**src/slcd_regs.svh**
```systemverilog
// Purpose: Register map, field positions, reset values and timing counts of the segment LCD frame timing block.
// Assumes: 32-bit APB words; each register index maps to byte address four times the index.
// Notes: Definitions only.
`ifndef SLCD_REGS_SVH
`define SLCD_REGS_SVH

// ----------------------------------------------------------------------------
// Register indices and byte addresses
// ----------------------------------------------------------------------------
`define SLCD_IDX_CTRL_A 12'h0e4
`define SLCD_IDX_DUTY_BIAS 12'h0e5
`define SLCD_IDX_FRAME_RATE 12'h0e6
`define SLCD_ADDR_CTRL_A 12'h390
`define SLCD_ADDR_DUTY_BIAS 12'h394
`define SLCD_ADDR_FRAME_RATE 12'h398

// ----------------------------------------------------------------------------
// Fields
// ----------------------------------------------------------------------------
`define SLCD_A_ENABLE 7
`define SLCD_A_FLAG 4
`define SLCD_A_BUF_DIS 2
`define SLCD_A_SUPPLY_DIS 1
`define SLCD_A_BLANK 0
`define SLCD_A_WMASK 8'h87
`define SLCD_B_CLK_SEL 7
`define SLCD_B_HALF_BIAS 6
`define SLCD_B_DUTY_HI 5
`define SLCD_B_DUTY_LO 4
`define SLCD_B_WMASK 8'hf7
`define SLCD_F_PS_HI 6
`define SLCD_F_PS_LO 4
`define SLCD_F_CD_HI 2
`define SLCD_F_CD_LO 0
`define SLCD_F_WMASK 8'h77

// ----------------------------------------------------------------------------
// Reset values and counts
// ----------------------------------------------------------------------------
`define SLCD_RST_A 8'h00
`define SLCD_RST_B 8'h00
`define SLCD_RST_F 8'h00
`define SLCD_K_DEFAULT 4'h8
`define SLCD_K_THIRD 4'h6
`define SLCD_SEG_MIN 5'h0d
`define SLCD_SEG_CODE6 5'h18
`define SLCD_SEG_CODE7 5'h19
`define SLCD_NUM_SEG 25

`endif

```
**src/slcd_pkg.sv**
```systemverilog
// Purpose: Types shared by the segment LCD frame timing modules.
// Assumes: Nothing beyond the register header.
// Notes: Constants live in slcd_regs.svh.
package slcd_pkg;
  typedef enum logic [1:0] {
    SLCD_DUTY_STATIC = 2'b00,
    SLCD_DUTY_HALF = 2'b01,
    SLCD_DUTY_THIRD = 2'b10,
    SLCD_DUTY_QUARTER = 2'b11
  } slcd_duty_t;
endpackage

```
**src/slcd_timing_if.sv**
```systemverilog
// Purpose: Carries clock chain settings and timing strobes between the frame timing modules.
// Assumes: Single clock domain, all strobes are one-cycle enables.
// Notes: None.
`timescale 1ns/1ns
interface slcd_timing_if;
  logic run;
  logic src_tick;
  logic [2:0] ps_sel;
  logic [2:0] cd_sel;
  slcd_pkg::slcd_duty_t duty;
  logic lcd_tick;
  logic frame_start;
  logic [1:0] common_idx;
  modport ctrl (output run, output src_tick, output ps_sel, output cd_sel, output duty,
                input lcd_tick, input frame_start, input common_idx);
  modport clkgen (input run, input src_tick, input ps_sel, input cd_sel, output lcd_tick);
  modport seq (input run, input duty, input lcd_tick, output frame_start, output common_idx);
endinterface // slcd_timing_if

```
**src/slcd_clock_chain.sv**
```systemverilog
// Purpose: Prescaler tap and 1..8 divider that make the prescaled LCD clock enable.
// Assumes: src_tick marks one period of the selected source clock.
// Notes: Counters clear while the block is off so every start is aligned.
`timescale 1ns/1ns
`include "slcd_regs.svh"
module slcd_clock_chain (
  input wire logic pclk,
  input wire logic presetn,
  slcd_timing_if.clkgen tif
);
  logic [11:0] pre_reg;
  logic [11:0] pre_next;
  logic [2:0] div_reg;
  logic [2:0] div_next;
  logic tick_reg;
  logic tick_next;
  logic [11:0] tap_last;
  logic tap_hit;

  always_comb begin
    unique case (tif.ps_sel)
      3'h0: tap_last = 12'h00f;
      3'h1: tap_last = 12'h03f;
      3'h2: tap_last = 12'h07f;
      3'h3: tap_last = 12'h0ff;
      3'h4: tap_last = 12'h1ff;
      3'h5: tap_last = 12'h3ff;
      3'h6: tap_last = 12'h7ff;
      3'h7: tap_last = 12'hfff;
    endcase
    tap_hit = tif.src_tick && (pre_reg >= tap_last);
    pre_next = pre_reg;
    div_next = div_reg;
    tick_next = 1'b0;
    if (!tif.run) begin
      pre_next = 12'h000;
      div_next = 3'h0;
    end else if (tif.src_tick) begin
      pre_next = tap_hit ? 12'h000 : pre_reg + 12'h001;
      if (tap_hit) begin
        // A code change mid-count never strands the divider above its new limit.
        if (div_reg >= tif.cd_sel) begin
          div_next = 3'h0;
          tick_next = 1'b1;
        end else begin
          div_next = div_reg + 3'h1;
        end
      end
    end
  end

  always_ff @(posedge pclk or negedge presetn) begin
    if (!presetn) begin
      pre_reg <= 12'h000;
      div_reg <= 3'h0;
      tick_reg <= 1'b0;
    end else begin
      pre_reg <= pre_next;
      div_reg <= div_next;
      tick_reg <= tick_next;
    end
  end

  assign tif.lcd_tick = tick_reg;
endmodule // slcd_clock_chain

```
**src/slcd_phase_seq.sv**
```systemverilog
// Purpose: Steps the common phases and marks the start of every frame.
// Assumes: lcd_tick is the prescaled LCD clock enable.
// Notes: K ticks make one frame; each common gets K divided by its count.
`timescale 1ns/1ns
`include "slcd_regs.svh"
module slcd_phase_seq (
  input wire logic pclk,
  input wire logic presetn,
  slcd_timing_if.seq tif
);
  logic [3:0] step_reg;
  logic [3:0] step_next;
  logic [1:0] com_reg;
  logic [1:0] com_next;
  logic sof_reg;
  logic sof_next;
  logic [3:0] k_last;
  logic [3:0] per_com_last;
  logic [3:0] sub_reg;
  logic [3:0] sub_next;

  always_comb begin
    k_last = (tif.duty == slcd_pkg::SLCD_DUTY_THIRD) ? `SLCD_K_THIRD - 4'h1 : `SLCD_K_DEFAULT - 4'h1;
    unique case (tif.duty)
      slcd_pkg::SLCD_DUTY_STATIC: per_com_last = 4'h7;
      slcd_pkg::SLCD_DUTY_HALF: per_com_last = 4'h3;
      slcd_pkg::SLCD_DUTY_THIRD: per_com_last = 4'h1;
      slcd_pkg::SLCD_DUTY_QUARTER: per_com_last = 4'h1;
    endcase
    step_next = step_reg;
    sub_next = sub_reg;
    com_next = com_reg;
    sof_next = 1'b0;
    if (!tif.run) begin
      step_next = 4'h0;
      sub_next = 4'h0;
      com_next = 2'h0;
    end else if (tif.lcd_tick) begin
      if (step_reg >= k_last) begin
        step_next = 4'h0;
        sub_next = 4'h0;
        com_next = 2'h0;
        sof_next = 1'b1;
      end else begin
        step_next = step_reg + 4'h1;
        if (sub_reg >= per_com_last) begin
          sub_next = 4'h0;
          com_next = com_reg + 2'h1;
        end else begin
          sub_next = sub_reg + 4'h1;
        end
      end
    end
  end

  always_ff @(posedge pclk or negedge presetn) begin
    if (!presetn) begin
      step_reg <= 4'h0;
      sub_reg <= 4'h0;
      com_reg <= 2'h0;
      sof_reg <= 1'b0;
    end else begin
      step_reg <= step_next;
      sub_reg <= sub_next;
      com_reg <= com_next;
      sof_reg <= sof_next;
    end
  end

  assign tif.frame_start = sof_reg;
  assign tif.common_idx = com_reg;
endmodule // slcd_phase_seq

```
**src/slcd_frame_timing.sv**
```systemverilog
// Purpose: APB register file and frame timing control of a segment LCD controller.
// Assumes: pclk at 10 MHz; async_clk_tick is a one-cycle pulse per asynchronous source period.
// Notes: The analog parts are steered by the level outputs of this block.
//
// The implementer's own choice: the APB slave port.
`timescale 1ns/1ns
`include "slcd_regs.svh"
module slcd_frame_timing (
  input wire logic pclk,
  input wire logic presetn,
  input wire logic psel,
  input wire logic penable,
  input wire logic pwrite,
  input wire logic [11:0] paddr,
  input wire logic [31:0] pwdata,
  output logic [31:0] prdata,
  output logic pready,
  output logic pslverr,
  input wire logic async_clk_tick,
  output logic lcd_enable,
  output logic bias_buffer_disable,
  output logic internal_supply_disable,
  output logic display_blank,
  output logic lcd_clock_source_sel,
  output logic half_bias_sel,
  output logic static_bias,
  output logic prescaled_lcd_clock,
  output logic start_of_frame,
  output logic [3:0] common_out_active,
  output logic [3:0] common_pin_lcd,
  output logic [24:0] segment_pin_lcd
);
  slcd_timing_if tif ();

  // --------------------------------------------------------------------------
  // Declarations
  // --------------------------------------------------------------------------
  logic [7:0] ctrl_a_reg;
  logic [7:0] ctrl_a_next;
  logic [7:0] duty_bias_reg;
  logic [7:0] duty_bias_next;
  logic [7:0] frame_rate_reg;
  logic [7:0] frame_rate_next;
  logic flag_reg;
  logic flag_next;
  logic blank_reg;
  logic blank_next;
  logic pready_reg;
  logic pready_next;
  logic pslverr_reg;
  logic pslverr_next;
  logic [31:0] prdata_reg;
  logic [31:0] prdata_next;
  logic [3:0] com_act_reg;
  logic [3:0] com_act_next;
  logic [3:0] com_pin_reg;
  logic [3:0] com_pin_next;
  logic [24:0] seg_pin_reg;
  logic [24:0] seg_pin_next;
  logic [6:0] level_reg;
  logic [6:0] level_next;
  logic acc;
  logic wr_fire;
  logic hit_a;
  logic hit_b;
  logic hit_f;
  logic [7:0] rd_byte;
  logic [4:0] seg_count;
  logic running;
  logic hit_any;

  // --------------------------------------------------------------------------
  // APB slave
  // --------------------------------------------------------------------------
  // One wait state lets read data come from a flip-flop, as every output must.
  always_comb begin
    acc = psel && penable;
    hit_a = (paddr == `SLCD_ADDR_CTRL_A);
    hit_b = (paddr == `SLCD_ADDR_DUTY_BIAS);
    hit_f = (paddr == `SLCD_ADDR_FRAME_RATE);
    hit_any = hit_a || hit_b || hit_f;
    // A request dropped before pready is forgotten; only the ready edge commits a write.
    wr_fire = acc && pready_reg && pwrite;
    // Unmapped offsets read as zero and flag an error rather than alias a register.
    rd_byte = 8'h00;
    if (hit_a) begin
      rd_byte = ctrl_a_reg;
      rd_byte[`SLCD_A_FLAG] = flag_reg;
    end else if (hit_b) begin
      rd_byte = duty_bias_reg & `SLCD_B_WMASK;
    end else if (hit_f) begin
      rd_byte = frame_rate_reg & `SLCD_F_WMASK;
    end
    pready_next = acc && !pready_reg;
    pslverr_next = acc && !pready_reg && !hit_any;
    prdata_next = prdata_reg;
    if (acc && !pready_reg) begin
      prdata_next = pwrite ? 32'h0000_0000 : {24'h00_0000, rd_byte};
    end
  end

  // --------------------------------------------------------------------------
  // Register writes
  // --------------------------------------------------------------------------
  // Reserved bits are dropped on write, so a read-modify-write can never set them.
  always_comb begin
    ctrl_a_next = ctrl_a_reg;
    duty_bias_next = duty_bias_reg;
    frame_rate_next = frame_rate_reg;
    if (wr_fire && hit_a) begin
      ctrl_a_next = pwdata[7:0] & `SLCD_A_WMASK;
    end
    if (wr_fire && hit_b) begin
      duty_bias_next = pwdata[7:0] & `SLCD_B_WMASK;
    end
    if (wr_fire && hit_f) begin
      frame_rate_next = pwdata[7:0] & `SLCD_F_WMASK;
    end
  end

  // --------------------------------------------------------------------------
  // Frame flag and blank latching
  // --------------------------------------------------------------------------
  always_comb begin
    // A frame start in the same cycle as a clearing write keeps the flag set.
    flag_next = flag_reg;
    if (wr_fire && hit_a && pwdata[`SLCD_A_FLAG]) begin
      flag_next = 1'b0;
    end
    if (tif.frame_start) begin
      flag_next = 1'b1;
    end
    blank_next = blank_reg;
    // Switching off drops blanking at once, so a later enable does not start dark.
    if (!running) begin
      blank_next = 1'b0;
    end else if (tif.frame_start) begin
      blank_next = ctrl_a_reg[`SLCD_A_BLANK];
    end
  end

  // --------------------------------------------------------------------------
  // Pin function and drive outputs
  // --------------------------------------------------------------------------
  always_comb begin
    // The chain restarts from zero while the driver is off, so every enable starts a whole frame.
    running = ctrl_a_reg[`SLCD_A_ENABLE];
    tif.run = running;
    // The asynchronous source arrives as one pulse per period, so no second clock is needed.
    if (duty_bias_reg[`SLCD_B_CLK_SEL]) begin
      tif.src_tick = async_clk_tick;
    end else begin
      tif.src_tick = 1'b1;
    end
    tif.ps_sel = frame_rate_reg[`SLCD_F_PS_HI:`SLCD_F_PS_LO];
    tif.cd_sel = frame_rate_reg[`SLCD_F_CD_HI:`SLCD_F_CD_LO];
    tif.duty = slcd_pkg::slcd_duty_t'(duty_bias_reg[`SLCD_B_DUTY_HI:`SLCD_B_DUTY_LO]);
    // The two top codes add one pin each instead of two.
    unique case (duty_bias_reg[2:0])
      3'h6: seg_count = `SLCD_SEG_CODE6;
      3'h7: seg_count = `SLCD_SEG_CODE7;
      default: seg_count = `SLCD_SEG_MIN + {1'b0, duty_bias_reg[2:0], 1'b0};
    endcase
    seg_pin_next = 25'h000_0000;
    for (int i = 0; i < `SLCD_NUM_SEG; i++) begin
      seg_pin_next[i] = running && (5'(i) < seg_count);
    end
    // Commons that the duty leaves unused go back to port function.
    unique case (tif.duty)
      slcd_pkg::SLCD_DUTY_STATIC: com_pin_next = 4'h1;
      slcd_pkg::SLCD_DUTY_HALF: com_pin_next = 4'h3;
      slcd_pkg::SLCD_DUTY_THIRD: com_pin_next = 4'h7;
      slcd_pkg::SLCD_DUTY_QUARTER: com_pin_next = 4'hf;
    endcase
    if (!running) begin
      com_pin_next = 4'h0;
    end
    com_act_next = 4'h0;
    if (running && !blank_next) begin
      com_act_next[tif.common_idx] = 1'b1;
    end
    // Level outputs: enable, buffer off, supply off, blank, clock sel, half bias, static bias.
    level_next[0] = running;
    level_next[1] = ctrl_a_reg[`SLCD_A_BUF_DIS];
    level_next[2] = ctrl_a_reg[`SLCD_A_SUPPLY_DIS];
    level_next[3] = blank_next;
    level_next[4] = duty_bias_reg[`SLCD_B_CLK_SEL];
    // Static duty has no bias choice, so half bias is held low there.
    level_next[5] = (tif.duty != slcd_pkg::SLCD_DUTY_STATIC) && duty_bias_reg[`SLCD_B_HALF_BIAS];
    level_next[6] = (tif.duty == slcd_pkg::SLCD_DUTY_STATIC);
  end

  // --------------------------------------------------------------------------
  // Register state
  // --------------------------------------------------------------------------
  always_ff @(posedge pclk or negedge presetn) begin
    if (!presetn) begin
      ctrl_a_reg <= `SLCD_RST_A;
      duty_bias_reg <= `SLCD_RST_B;
      frame_rate_reg <= `SLCD_RST_F;
      flag_reg <= 1'b0;
      blank_reg <= 1'b0;
      pready_reg <= 1'b0;
      pslverr_reg <= 1'b0;
      prdata_reg <= 32'h0000_0000;
      com_act_reg <= 4'h0;
      com_pin_reg <= 4'h0;
      seg_pin_reg <= 25'h000_0000;
      level_reg <= 7'h00;
    end else begin
      ctrl_a_reg <= ctrl_a_next;
      duty_bias_reg <= duty_bias_next;
      frame_rate_reg <= frame_rate_next;
      flag_reg <= flag_next;
      blank_reg <= blank_next;
      pready_reg <= pready_next;
      pslverr_reg <= pslverr_next;
      prdata_reg <= prdata_next;
      com_act_reg <= com_act_next;
      com_pin_reg <= com_pin_next;
      seg_pin_reg <= seg_pin_next;
      level_reg <= level_next;
    end
  end

  // --------------------------------------------------------------------------
  // Submodules
  // --------------------------------------------------------------------------
  slcd_clock_chain u_clock_chain (
    .pclk(pclk),
    .presetn(presetn),
    .tif(tif.clkgen)
  );

  slcd_phase_seq u_phase_seq (
    .pclk(pclk),
    .presetn(presetn),
    .tif(tif.seq)
  );

  // --------------------------------------------------------------------------
  // Strobe outputs
  // --------------------------------------------------------------------------
  // Both strobes pass one more flip-flop so every port is registered, at one cycle of lag.
  logic lcd_tick_reg;
  logic lcd_tick_next;
  logic sof_out_reg;
  logic sof_out_next;

  always_comb begin
    lcd_tick_next = tif.lcd_tick;
    sof_out_next = tif.frame_start;
  end

  always_ff @(posedge pclk or negedge presetn) begin
    if (!presetn) begin
      lcd_tick_reg <= 1'b0;
      sof_out_reg <= 1'b0;
    end else begin
      lcd_tick_reg <= lcd_tick_next;
      sof_out_reg <= sof_out_next;
    end
  end

  // --------------------------------------------------------------------------
  // Port outputs
  // --------------------------------------------------------------------------
  assign prdata = prdata_reg;
  assign pready = pready_reg;
  assign pslverr = pslverr_reg;
  assign lcd_enable = level_reg[0];
  assign bias_buffer_disable = level_reg[1];
  assign internal_supply_disable = level_reg[2];
  assign display_blank = level_reg[3];
  assign lcd_clock_source_sel = level_reg[4];
  assign half_bias_sel = level_reg[5];
  assign static_bias = level_reg[6];
  assign prescaled_lcd_clock = lcd_tick_reg;
  assign start_of_frame = sof_out_reg;
  assign common_out_active = com_act_reg;
  assign common_pin_lcd = com_pin_reg;
  assign segment_pin_lcd = seg_pin_reg;
endmodule // slcd_frame_timing

```
**config.mk**
```make
export PLATFORM = sky130hd
export DESIGN_NAME = slcd_frame_timing
export DESIGN_NICKNAME = d
export VERILOG_FILES = /design/src/slcd_pkg.sv /design/src/slcd_timing_if.sv /design/src/slcd_clock_chain.sv /design/src/slcd_phase_seq.sv /design/src/slcd_frame_timing.sv
export VERILOG_INCLUDE_DIRS = /design/src /design/src/src
export SDC_FILE = /design/constraint.sdc
export NUM_CORES = 1
export LEC_CHECK = 0
export BUFFER_PORTS_ARGS = -buffer_cell sky130_fd_sc_hd__buf_2
export CELL_PAD_IN_SITES_DETAIL_PLACEMENT = 1
export CELL_PAD_IN_SITES_GLOBAL_PLACEMENT = 1
export CORE_ASPECT_RATIO = 0.9
export CORE_MARGIN = 2
export CORE_UTILIZATION = 40
export CTS_CLUSTER_SIZE = 16
export DETAILED_ROUTE_END_ITERATION = 7
export PLACE_DENSITY = 0.77
export SLEW_MARGIN = 20
export SYNTH_ARGS = -nofsm -noshare
export SYNTH_HDL_FRONTEND = slang
export SYNTH_SLANG_ARGS = --single-unit
export TNS_END_PERCENT = 1
```
**constraint.sdc**
```tcl
create_clock -name pclk -period 3.2 [get_ports pclk]
set_clock_uncertainty 0.05 [all_clocks]
set_input_delay 0.32 -clock pclk [delete_from_list [all_inputs] [get_ports pclk]]
set_output_delay 0.32 -clock pclk [all_outputs]
set_load 0.005 [all_outputs]
```
==> metrics.cfg <==
[layout]
fill_cells=1221
largest_reg_flops=24
multi_input_area_um2=1800
stdcell_area_um2=5100
syn2layout_area_growth_pct=15.3
diodes=0
final_layout_size_suffix_gt1_frac=0.257
nets=554
ff_latch_area_um2=2350

[clocking]
clk_latency_ns=0.34
numCtsBuffers=9
cts_tree=yes
cts_buffer_depth=2
htree_levels=3
clock-sinks=94
clk_pin_slew_ns=0.07
post-cts-setup-buffer-count=0
cts-root-buf=clkbuf_16

[synth]
syn_area_um2=4430
yosys_warnings=0
avgSynthCellArea_um2=10.8
synth-seq-area-share=0.532
synthDistinctLibCells=50
ys.flop_type=dfrtp_1
ys_ff_latch=94
synth_edf_count=0
async_flop_share=1.00
yosys.area.top_type=dfrtp_1
synth_top_cell_area_share=0.532
synthTopCellsByArea=dfrtp_1, ha_1, buf_4, mux2_2, nand2_1
netlist_instances=411

[sta]
fin_crit_ns=2.58
finalCritPeriodShare=0.807
final_hold_viol_count=0
worst_pin_slew_ns=0.641
setup_tns_ns=0
rsz0062_at_grt=false
timing.fmax_ghz=0.387
setup_viol=0
relSlewSlack=0.569
hold_ws_ns=0.161
slew_violations=0

[routing]
vias=3199
drc=0
wl_um=10400
drt_iter0_markers=124
route.detailed.wl_per_inst_um=16.9
vias_per_cell=5.17
first_pass_iters=4
antenna_left=0

[setup_path]
worstPathCellList=o21ai_0, ha_1, nand4_1, a211oi_1, a32o_1, or2_1, nor2_2
cp-start-kind=flip-flop
slowest_delay_ns=0.52
crit_path_max_fanout=10
cp.required_ns=3.37
crit_buf_inv=0
crit_path_end_kind=flip-flop
crit_arrival_ns=2.75
cp_slowest_cell=dfrtp_1
critical_path.top_delay_family=compound AO/OA/AOI/OAI gates
path_class=reg2reg

[floorplanning]
start_util=0.409
die-area_um2=11900
ios=126
rows=36
die_h_um=104
die_w_um=115
core_area_um2=10800

[power]
vdd_ir_drop_max_uv=307
powerDensity_nw_per_um2=571
power_leakage_nw=2.56

[grt]
first_global_vias=3423
antenna_found_initial=0
grt_max_degree=95
grt_pass1_wl_um=17200
track_usage=0.184
grt.overflow.total=0

[placement]
hpwl_um=7280
place_congestion=0.783
port_buffers=75
placed_cell_area_um2=4810

[run]
maxCapViolCount=0

[min_path]
hold_path_class=in2reg

[outcome]
status=finished, final reports clean

-- cell type report --
cell class	count	share of cell area
sequential	94	0.461
multi-input combinational	278	0.353
timing repair buffer	80	0.0843
clock buffer	12	0.0503
tap	133	0.0326
inverter	18	0.0132
clock inverter	4	0.00588
-- timing repair --
item                       in CTS  in global routing
setup endpoints to repair       0                  0
hold endpoints to repair       15                  0
hold buffers                    1                  0
resized for setup               0                  0
-- worst register-to-register path: stages, from the launching register on --
cell	delay, ns
dfrtp_1	0.52
o21ai_0	0.15
ha_1	0.33
nand4_1	0.11
a211oi_1	0.27
a32o_1	0.46
or2_1	0.49
nor2_2	0.09
-- kinds of logic (layout without fill, tap and decap cells) --
logic type	Yosys count	in the layout	share of synthesized area
simple gates	125	125	0.144
xor+xnor	9	9	0.0178
other cells	1	25	0.000847
mux	21	21	0.0523
fa+ha+maj	23	23	0.0650
compound gates	75	75	0.106
flops	94	94	0.532
buf+inv	63	114	0.0820
-- cell usage in the layout, fill, tap and decap left out, drive strengths merged, types with 3 or more instances in the layout --
cell type	count
nand2	37
ha	23
inv	19
conb	25
mux2i	4
a31oi	3
xnor2	5
buf	79
a21o	7
dfrtp	94
nor3	3
nand2b	7
and3	7
o31ai	4
nor2b	5
xor2	4
mux2	17
nand3	9
o21ai	19
a21oi	24
nor4	4
nand4	9
clkbuf	12
nor2	35
-- metal layers --
metal | wire (µm) | global-route usage | up-vias | share of wire
li1 | - | - | 1497 | -
met1 | 4580 | 0.232 | 1621 | 0.44
met2 | 5340 | 0.311 | 70 | 0.51
met3 | 408 | 0.0474 | 11 | 0.039
met4 | 112 | 0.0534 | 0 | 0.011
met5 | 0 | 0 | - | 0
-- metrics by stage --
step | power (mW) | setup slack [ns] | utilization | std cells
floorplan | 1.82 | 1.00 | - | 435
global placement | 1.88 | 0.766 | 0.445 | 602
detailed placement | 1.92 | 0.642 | 0.445 | 602
CTS | 2.96 | 0.605 | 0.472 | 619
global route | 3.09 | 0.311 | 0.472 | 619
finish | 2.91 | 0.616 | 0.472 | 619
-- cells in the mapped netlist, drive strengths merged, types with 2 or more instances --
library cell and instances:
a211oi 2, nand4 9, a22oi 2, nor3 3, inv 18, dfrtp 94
o21ai 19, nor4 4, a21o 7, a41oi 2, o31ai 4, a31o 2
or2 2, nor2 35, mux2i 4, ha 23, mux2 17, xor2 4
nand3 9, nor2b 5, a21oi 24, nand2 37, a31oi 3, buf 32
a211o 2, nand2b 7, and3 7, clkbuf 13, xnor2 5
-- power by group --
| group | total (mW) | switching (mW) | internal, mW | leakage [nW] |
|---|---|---|---|---|
| Clock | 1.02 | 0.448 | 0.572 | 0.139 |
| Sequential | 1.40 | 0.106 | 1.30 | 1.20 |
| Combinational | 0.487 | 0.288 | 0.199 | 1.22 |
-- path summary, 6_finish.rpt --
path	to	cells after the start	from	slack, ns
min in group asynchronous	segment_pin_lcd[10]$_DFF_PN0_	3	presetn	0.52
setup reg to reg	u_clock_chain.pre_reg[9]$_DFFE_PN0P_	7	frame_rate_reg[6]$_DFFE_PN0P_	0.62
hold reg to reg	level_reg[1]$_DFF_PN0_	0	ctrl_a_reg[2]$_DFFE_PN0P_	0.36
hold / removal	ctrl_a_reg[7]$_DFFE_PN0P_	3	pwdata[7]	0.16
setup / recovery	u_clock_chain.pre_reg[9]$_DFFE_PN0P_	7	frame_rate_reg[6]$_DFFE_PN0P_	0.62
max in group asynchronous	u_phase_seq.step_reg[1]$_DFFE_PN0P_	3	presetn	2.21
(Power assumes the default switching activity.)
